===== src/rcf_pkg.sv =====
/*
 Constants, types and decode helpers for the reset cause flag block
 and the upper control register map of the clock and power unit.
 Assumes a single 250 MHz clock domain and 32-bit Avalon-MM access.
*/
package rcf_pkg;

  localparam int RCF_ADDR_W = 8;
  localparam int RCF_DATA_W = 32;
  localparam int RCF_MAP_DEPTH = 16;

  // Register indices; byte address is four times the index
  localparam logic [5:0] IDX_FLAGS = 6'h03;
  localparam logic [5:0] IDX_ARM_KEY = 6'h0f;
  localparam logic [5:0] IDX_HT_CTL = 6'h10;
  localparam logic [5:0] IDX_LV_CTL = 6'h11;
  localparam logic [5:0] IDX_API_CTL = 6'h12;
  localparam logic [5:0] IDX_ACLK_TRIM = 6'h13;
  localparam logic [5:0] IDX_API_HIGH = 6'h14;
  localparam logic [5:0] IDX_API_LOW = 6'h15;
  localparam logic [5:0] IDX_TEST_THREE = 6'h16;
  localparam logic [5:0] IDX_HT_TRIM = 6'h17;
  localparam logic [5:0] IDX_IRC_HIGH = 6'h18;
  localparam logic [5:0] IDX_IRC_LOW = 6'h19;
  localparam logic [5:0] IDX_OSC_CTL = 6'h1a;
  localparam logic [5:0] IDX_PROTECT = 6'h1b;
  localparam logic [5:0] IDX_TEST_TWO = 6'h1c;
  localparam logic [5:0] IDX_VREG_CTL = 6'h1d;
  localparam logic [5:0] IDX_OSC_CTL_TWO = 6'h1e;
  localparam logic [5:0] IDX_RSVD_1F = 6'h1f;

  // Flag field positions and values
  localparam int BIT_POR = 6;
  localparam int BIT_LOW_VOLT = 5;
  localparam int BIT_WATCHDOG = 3;
  localparam int BIT_OSC_LOSS = 1;
  localparam int BIT_PLL_LOSS = 0;
  localparam logic [7:0] FLAG_IMPL_MASK = 8'h6b;
  localparam logic [7:0] FLAG_POR_VALUE = 8'h60;

  localparam int BIT_WRITE_PROTECT = 0;
  localparam logic [7:0] MAP_RESET_VALUE = 8'h00;
  localparam logic [1:0] RESP_OKAY = 2'h0;
  localparam logic [1:0] RESP_SLVERR = 2'h2;

  typedef logic [RCF_MAP_DEPTH-1:0][7:0] rcf_map_t;

  // Reset cause levels from the unit's detectors
  typedef struct packed {
    logic por;
    logic lowVoltCore;
    logic lowVoltNvm;
    logic lowVoltPad;
    logic watchdog;
    logic oscLoss;
    logic pllLoss;
  } rcf_cause_s;

  // Watchdog arm key write towards the watchdog logic
  typedef struct packed {
    logic strobe;
    logic [7:0] key;
  } rcf_arm_s;

  // Writable bits of each map register; zero marks reserved slots
  function automatic logic [7:0] rcf_wr_mask(input logic [5:0] idx);
    case (idx)
      IDX_HT_CTL: rcf_wr_mask = 8'h2a;
      IDX_LV_CTL: rcf_wr_mask = 8'h02;
      IDX_API_CTL: rcf_wr_mask = 8'h9e;
      IDX_ACLK_TRIM: rcf_wr_mask = 8'hfc;
      IDX_API_HIGH: rcf_wr_mask = 8'hff;
      IDX_API_LOW: rcf_wr_mask = 8'hff;
      IDX_HT_TRIM: rcf_wr_mask = 8'h8f;
      IDX_IRC_HIGH: rcf_wr_mask = 8'hfb;
      IDX_IRC_LOW: rcf_wr_mask = 8'hff;
      IDX_OSC_CTL: rcf_wr_mask = 8'h80;
      IDX_PROTECT: rcf_wr_mask = 8'h01;
      IDX_VREG_CTL: rcf_wr_mask = 8'h03;
      IDX_OSC_CTL_TWO: rcf_wr_mask = 8'h03;
      default: rcf_wr_mask = 8'h00;
    endcase
  endfunction

  // Registers locked while the write protect bit is set
  function automatic logic rcf_is_locked(input logic [5:0] idx);
    rcf_is_locked = (idx == IDX_IRC_HIGH) || (idx == IDX_IRC_LOW) ||
      (idx == IDX_OSC_CTL) || (idx == IDX_VREG_CTL) ||
      (idx == IDX_OSC_CTL_TWO);
  endfunction

endpackage


===== src/rcf_reset_cause_flags.sv =====
/*
 Top of the reset cause flag block and the upper control register map
 of the clock, reset and power unit, reached over Avalon-MM.
 Assumes cause inputs are synchronous levels from the reset detectors
 and that power-on reset is asserted before the first access.
*/
// The Avalon-MM interface to the registers was left to the implementer.
module rcf_reset_cause_flags (
  input wire logic clk_sys, // System clock, 250 MHz
  input wire logic nrst, // System reset, synchronous, active low
  input wire rcf_pkg::rcf_cause_s causeIn, // Reset cause levels
  input wire logic [7:0] avs_address, // Byte address
  input wire logic avs_read, // Read request
  input wire logic avs_write, // Write request
  input wire logic [3:0] avs_byteenable, // Byte lanes
  input wire logic [31:0] avs_writedata, // Write data
  output logic [31:0] avs_readdata, // Read data
  output logic [1:0] avs_response, // Access response
  output logic avs_waitrequest, // Wait request
  output logic [7:0] resetFlags, // Current cause flags
  output rcf_pkg::rcf_map_t mapRegs, // Control registers
  output rcf_pkg::rcf_arm_s armKey // Watchdog arm key write
);
  import rcf_pkg::*;

  logic [5:0] regIdx;
  logic [3:0] mapSlot;
  logic inMap;
  logic mapped;
  logic lowLane;
  logic wrFire;
  logic protectOn;
  logic mapWrite;
  logic flagWrite;
  logic armWrite;
  logic [7:0] wrByte;
  logic [7:0] wrMask;
  logic [7:0] mapRead;
  logic [31:0] rdValue;
  logic [7:0] flagsVal;
  rcf_map_t map_ff;
  rcf_map_t nxt_map;
  rcf_arm_s arm_ff;
  rcf_arm_s nxt_arm;

  // Word index and slot inside the upper map
  assign regIdx = avs_address[7:2];
  assign mapSlot = regIdx[3:0];
  assign inMap = (regIdx >= IDX_HT_CTL) && (regIdx <= IDX_RSVD_1F);
  assign mapped = (regIdx == IDX_FLAGS) || (regIdx == IDX_ARM_KEY) ||
    inMap;

  // Only the low byte lane carries register data
  assign lowLane = avs_byteenable[0];
  assign wrByte = avs_writedata[7:0];
  assign wrMask = rcf_wr_mask(regIdx);

  // Protect bit steers which writes land
  assign protectOn = map_ff[IDX_PROTECT[3:0]][BIT_WRITE_PROTECT];

  // Write qualifiers per target
  always_comb begin
    flagWrite = wrFire && lowLane && (regIdx == IDX_FLAGS);
    armWrite = wrFire && lowLane && (regIdx == IDX_ARM_KEY);
    mapWrite = wrFire && lowLane && inMap &&
      !(protectOn && rcf_is_locked(regIdx));
  end

  // Bus handshake and registered answer
  rcf_avmm_slave u_slave (
    .clk_sys(clk_sys),
    .nrst(nrst),
    .avs_read(avs_read),
    .avs_write(avs_write),
    .rdValue(rdValue),
    .rdError(!mapped),
    .wrFire(wrFire),
    .avs_readdata(avs_readdata),
    .avs_response(avs_response),
    .avs_waitrequest(avs_waitrequest)
  );

  // Reset cause flag register
  rcf_cause_flags u_flags (
    .clk_sys(clk_sys),
    .causeIn(causeIn),
    .clrWr(flagWrite),
    .clrData(wrByte),
    .flags_ff(flagsVal)
  );

  assign resetFlags = flagsVal;

  // Next map value: only writable bits of the addressed slot move
  always_comb begin
    nxt_map = map_ff;
    if (mapWrite) begin
      nxt_map[mapSlot] = (map_ff[mapSlot] & ~wrMask) | (wrByte & wrMask);
    end
  end

  // Control register storage, cleared by system reset
  always_ff @(posedge clk_sys) begin
    if (!nrst) begin
      map_ff <= {RCF_MAP_DEPTH{MAP_RESET_VALUE}};
    end else begin
      map_ff <= nxt_map;
    end
  end

  assign mapRegs = map_ff;

  // Arm key write becomes a one-cycle strobe with its byte
  always_comb begin
    nxt_arm.strobe = armWrite;
    nxt_arm.key = armWrite ? wrByte : arm_ff.key;
  end

  // Arm key output register
  always_ff @(posedge clk_sys) begin
    if (!nrst) begin
      arm_ff <= '0;
    end else begin
      arm_ff <= nxt_arm;
    end
  end

  assign armKey = arm_ff;

  // Map read with bits outside the write mask forced to zero
  assign mapRead = map_ff[mapSlot] & wrMask;

  // Read mux; unmapped words answer zero
  always_comb begin
    rdValue = '0;
    if (regIdx == IDX_FLAGS) begin
      rdValue[7:0] = flagsVal & FLAG_IMPL_MASK;
    end else if (inMap) begin
      rdValue[7:0] = mapRead;
    end
  end

endmodule


===== src/rcf_avmm_slave.sv =====
/*
 Avalon-MM handshake for the register block: one wait cycle per access,
 read data and response registered at the end of the wait cycle.
 Assumes the master holds its request until waitrequest is seen low.
*/
module rcf_avmm_slave (
  input wire logic clk_sys, // System clock
  input wire logic nrst, // Synchronous reset, active low
  input wire logic avs_read, // Read request
  input wire logic avs_write, // Write request
  input wire logic [31:0] rdValue, // Data for a read
  input wire logic rdError, // Access hits no register
  output logic wrFire, // Write lands at this edge
  output logic [31:0] avs_readdata, // Registered read data
  output logic [1:0] avs_response, // Registered response
  output logic avs_waitrequest // Registered wait
);
  import rcf_pkg::*;

  logic request;

  assign request = avs_read | avs_write;

  // Write lands where the master sees waitrequest low
  assign wrFire = avs_write & ~avs_waitrequest;

  // Drop wait for one cycle after a request is seen
  always_ff @(posedge clk_sys) begin
    if (!nrst) begin
      avs_waitrequest <= 1'b1;
    end else begin
      avs_waitrequest <= ~(request & avs_waitrequest);
    end
  end

  // Capture answer together with the wait drop
  always_ff @(posedge clk_sys) begin
    if (!nrst) begin
      avs_readdata <= '0;
      avs_response <= RESP_OKAY;
    end else if (request && avs_waitrequest) begin
      avs_readdata <= avs_read ? rdValue : '0;
      avs_response <= rdError ? RESP_SLVERR : RESP_OKAY;
    end
  end

endmodule


===== src/rcf_cause_flags.sv =====
/*
 The reset cause flag register. Loaded by power-on reset only, set by
 cause events, cleared by writing ones. Ignores the system reset.
 Assumes the power-on level is held for at least one clock edge.
*/
module rcf_cause_flags (
  input wire logic clk_sys, // System clock
  input wire rcf_pkg::rcf_cause_s causeIn, // Cause levels
  input wire logic clrWr, // Software write lands
  input wire logic [7:0] clrData, // Ones clear flags
  output logic [7:0] flags_ff // Flag register
);
  import rcf_pkg::*;

  logic [7:0] setBits;
  logic [7:0] clrBits;
  logic [7:0] nxt_flags;

  // Events mapped onto flag positions
  always_comb begin
    setBits = 8'h00;
    setBits[BIT_LOW_VOLT] = causeIn.lowVoltCore | causeIn.lowVoltNvm |
      causeIn.lowVoltPad;
    setBits[BIT_WATCHDOG] = causeIn.watchdog;
    setBits[BIT_OSC_LOSS] = causeIn.oscLoss;
    setBits[BIT_PLL_LOSS] = causeIn.pllLoss;
  end

  // Clear by ones, set wins over clear
  always_comb begin
    clrBits = clrWr ? (clrData & FLAG_IMPL_MASK) : 8'h00;
    nxt_flags = ((flags_ff & ~clrBits) | setBits) & FLAG_IMPL_MASK;
  end

  // Power-on load; system reset deliberately absent
  always_ff @(posedge clk_sys) begin
    if (causeIn.por) begin
      flags_ff <= FLAG_POR_VALUE;
    end else begin
      flags_ff <= nxt_flags;
    end
  end

endmodule


===== config.mk =====
export PLATFORM = sky130hd
export DESIGN_NAME = rcf_reset_cause_flags
export DESIGN_NICKNAME = d
export VERILOG_FILES = /design/src/rcf_pkg.sv /design/src/rcf_reset_cause_flags.sv /design/src/rcf_avmm_slave.sv /design/src/rcf_cause_flags.sv
export SDC_FILE = /design/constraint.sdc
export NUM_CORES = 1
export LEC_CHECK = 0
export BUFFER_PORTS_ARGS = -buffer_cell sky130_fd_sc_hd__buf_2
export CAP_MARGIN = 20
export CORE_MARGIN = 3
export CORE_UTILIZATION = 55
export CTS_BUF_LIST = sky130_fd_sc_hd__clkbuf_4 sky130_fd_sc_hd__clkbuf_8
export CTS_CLUSTER_SIZE = 12
export DETAILED_ROUTE_END_ITERATION = 10
export GPL_TIMING_DRIVEN = 0
export PLACE_DENSITY = 0.84
export SLEW_MARGIN = 15
export SYNTH_ARGS = -nofsm -noshare
export SYNTH_HDL_FRONTEND = slang
export SYNTH_HIERARCHICAL = 1
export SYNTH_SLANG_ARGS = --single-unit

===== constraint.sdc =====
create_clock -name clk_sys -period 7.1 [get_ports clk_sys]
set_input_delay 1.42 -clock clk_sys [delete_from_list [all_inputs] [get_ports clk_sys]]
set_output_delay 1.42 -clock clk_sys [all_outputs]
set_load 0.01 [all_outputs]

==> impl_metrics.py <==
metrics = {
    "grt": {
        "overflow": 0,
        "grt_pass1_vias": 7421,
        "grt_pass1_wl_um": 41700,
        "grt_max_degree": 17,
        "grt_use_total": 0.331,
        "antenna_found_initial": 1,
    },
    "cts": {
        "post_cts_buffers": 0,
        "htreeDepth": 4,
        "cts.path.max_buffers": 2,
        "cts_sinks": 176,
        "cts.clk_slew.worst_paths_ns": 0.09,
        "clk_latency_ns": 0.48,
        "cts_hold_buf": 0,
        "cts_root_buffer": "clkbuf_8",
        "cts_tree": "built",
        "cts_resized": 0,
        "cts_buffers": 17,
    },
    "yosys": {
        "synth_edf_count": 0,
        "synth.largest_area_cell": "dfxtp_1",
        "synth_seq_cells": 176,
        "ys_seq_area_frac": 0.436,
        "synth.distinct_cells": 53,
        "synth.area.top_cells": "dfxtp_1 (44%), mux4_2 (7.5%), nand2_1 (5.3%), a21oi_1 (4.8%), o21ai_0 (4.8%)",
        "syn_area_per_cell_um2": 9.45,
        "syn-instance-count": 855,
        "ys.flop_type": "dfxtp_1",
        "yosys_warnings": 6,
        "syn_area_um2": 8080,
        "synthArstFlopShare": 0,
        "synth_top_area_share": 0.436,
    },
    "layout": {
        "layout_commonest_cell": "buf_2",
        "multi_input_area_um2": 4200,
        "fillCellCount": 1125,
        "final_cells": 1293,
        "final_nets": 1162,
        "area.sequential_um2": 3520,
        "drive_gt1_frac": 0.304,
        "layout_common_cells": "buf_2 (212), dfxtp_1 (176), nand2_1 (114)",
        "area_growth_pct": 22.1,
    },
    "critical_path": {
        "critPathMaxFanout": 10,
        "cp.arrival_ns": 5.01,
        "path_delay_family": "buffers and inverters",
        "crit_chain": "buf_2 > clkbuf_1 > inv_1 > ha_1 > clkbuf_1 > o31a_1 > nor3_1 > clkbuf_1 > o21ai_0 > a21oi_1",
        "cpMostUsedCell": "clkbuf_1",
        "slowest_stage": "nor3_1",
        "crit_buf_inv": 5,
        "cp_slowest_stage_delay_ns": 0.88,
        "worstSetupEndpointType": "flip-flop",
        "cp.required_ns": 7.50,
        "start_kind": "primary input",
        "critPathKind": "primary input to flip-flop",
        "r2r_slack_ns": 3.96,
    },
    "timing": {
        "final-hold-violation-count": 0,
        "setup-tns-final_ns": 0,
        "period_minus_slack_ns": 4.60,
        "fin_ws_ns": 2.50,
        "maxSlewHeadroom": 0.207,
        "finalSetupViolations": 0,
        "finalCritPeriodShare": 0.648,
        "worst_pin_slew_ns": 1.18,
        "fmax_mhz": 217,
        "finalClockSkew_ns": 0.0172,
        "rsz0062_at_grt": "false",
        "slew_viol_final": 0,
    },
    "die": {
        "die_y_um": 127,
        "start_util": 0.573,
        "io_pins": 235,
        "row_count": 43,
        "dieWidth_um": 127,
        "dieArea_um2": 16200,
        "core_um2": 14100,
    },
    "worst_hold_path": {
        "hold_path_class": "flip-flop to flip-flop",
    },
    "drt": {
        "firstDrtPassIters": 5,
        "wl_per_cell_um": 21.1,
        "viasPerCell": 6.21,
        "post-route-drc-count": 0,
        "drt_iter0_markers": 1081,
        "routed_wl_um": 27300,
        "route.vias.total": 8028,
        "postRouteAntennaNets": 0,
    },
    "place": {
        "placed_cells": 1259,
        "place_ws_ns": 2.34,
        "gp_congestion": 0.976,
        "dpl.hpwl_um": 20000,
        "port_buffers": 199,
    },
    "job": {
        "drv_cap": 0,
    },
    "pwr": {
        "clkPwrFrac": 0.404,
        "power.switching_uw": 516,
        "p_leak_nw": 4.25,
        "sw_frac_of_total": 0.257,
        "seqPwrFrac": 0.500,
        "p_per_area_nw_per_um2": 204,
        "ir_worst_vdd_v": 0.000147,
        "combPwrFrac": 0.096,
        "p_int_mw": 1.49,
    },
    "run_status": {
        "outcome": "complete, no violations",
    },
}
-- through the flow --
| step | utilization | area [um2] | hold slack, ns | power (mW) |
|---|---|---|---|---|
| floorplan | - | 8170 | 0.479 | 1.15 |
| global placement | 0.666 | 9390 | 0.459 | 1.21 |
| detailed placement | 0.666 | 9390 | 0.464 | 1.21 |
| CTS | 0.699 | 9850 | 0.478 | 2.00 |
| global route | 0.700 | 9860 | 0.495 | 2.06 |
| finish | 0.700 | 9860 | 0.473 | 2.01 |
-- layout make-up --
class / instances / area share
clock buffers: 22 / 0.0294
well taps: 180 / 0.0228
diodes: 1 / 0.000254
multi-input cells: 622 / 0.426
clock inverters: 10 / 0.0174
flip-flops and latches: 176 / 0.357
repair buffers: 200 / 0.102
plain buffers: 71 / 0.0415
inverters: 11 / 0.00419
-- final timing paths --
check	start	endpoint	cells after the start
worst min register to register	u_slave/avs_response[1]	u_slave/avs_response[1]	2
worst max-delay path	avs_address[3]	mapRegs[92]	10
worst min-delay path	u_slave/avs_response[1]	u_slave/avs_response[1]	2
worst max register to register	u_slave/avs_waitrequest	mapRegs[92]	8
-- layer usage --
| metal | track usage | routed length (um) | part of all wire |
|---|---|---|---|
| met1 | 0.438 | 10400 | 0.38 |
| met2 | 0.526 | 12200 | 0.45 |
| met3 | 0.0740 | 3530 | 0.13 |
| met4 | 0.141 | 1160 | 0.043 |
| met5 | 0 | 0 | 0 |
-- worst register-to-register path, cell delays in order, from the launching register on --
cell and delay (ns):
dfxtp_1 0.34, nor2b_1 0.26, and4b_1 0.23, clkbuf_1 0.22
nand2_1 0.16, nor3_1 0.94, clkbuf_1 0.56, o21ai_0 0.21
a21oi_1 0.17
-- power groups by stage --
| stage | combinational, mW | sequential (mW) | clock (mW) |
|---|---|---|---|
| after detailed placement | 0.186 | 1.03 | 0 |
| final | 0.192 | 1.00 | 0.812 |
| after CTS | 0.187 | 1.00 | 0.811 |
| after floorplan | 0.121 | 1.03 | 0 |
| after global routing | 0.205 | 1.01 | 0.851 |
| after global placement | 0.184 | 1.03 | 0 |
-- synth_stat cells (4+ instances only) --
library cell  count
dfxtp_1         176
nand2_1         114
a21oi_1          78
o21ai_0          78
nor2_1           45
clkbuf_1         35
o22ai_2          29
mux2i_1          27
mux4_2           27
a211oi_1         21
nand3_1          16
a32o_1           15
o22ai_1          15
and2_1           14
buf_2            12
buf_4            12
buf_6            11
inv_1            11
o21ai_1          11
nor3_1           10
mux2_2            9
ha_1              8
nand2b_1          8
nor2b_1           8
a31oi_1           6
nand4_1           6
and3_1            5
a21o_1            4
mux2_1            4
-- state kept, by name (all words and copies together) (netlist names) --
signal,count
mapRegs,128
u_slave/avs_response,1
u_flags/flags_ff,5
armKey,9
u_slave/avs_waitrequest,1
u_slave/avs_readdata,32
-- logic make-up after synthesis --
logic type,synth area share
compound gates,0.228
fa+ha+maj,0.0124
buf+inv,0.0558
flops,0.436
mux,0.132
other cells,0.00139
simple gates,0.133
Power figures use the tool's default switching activity.
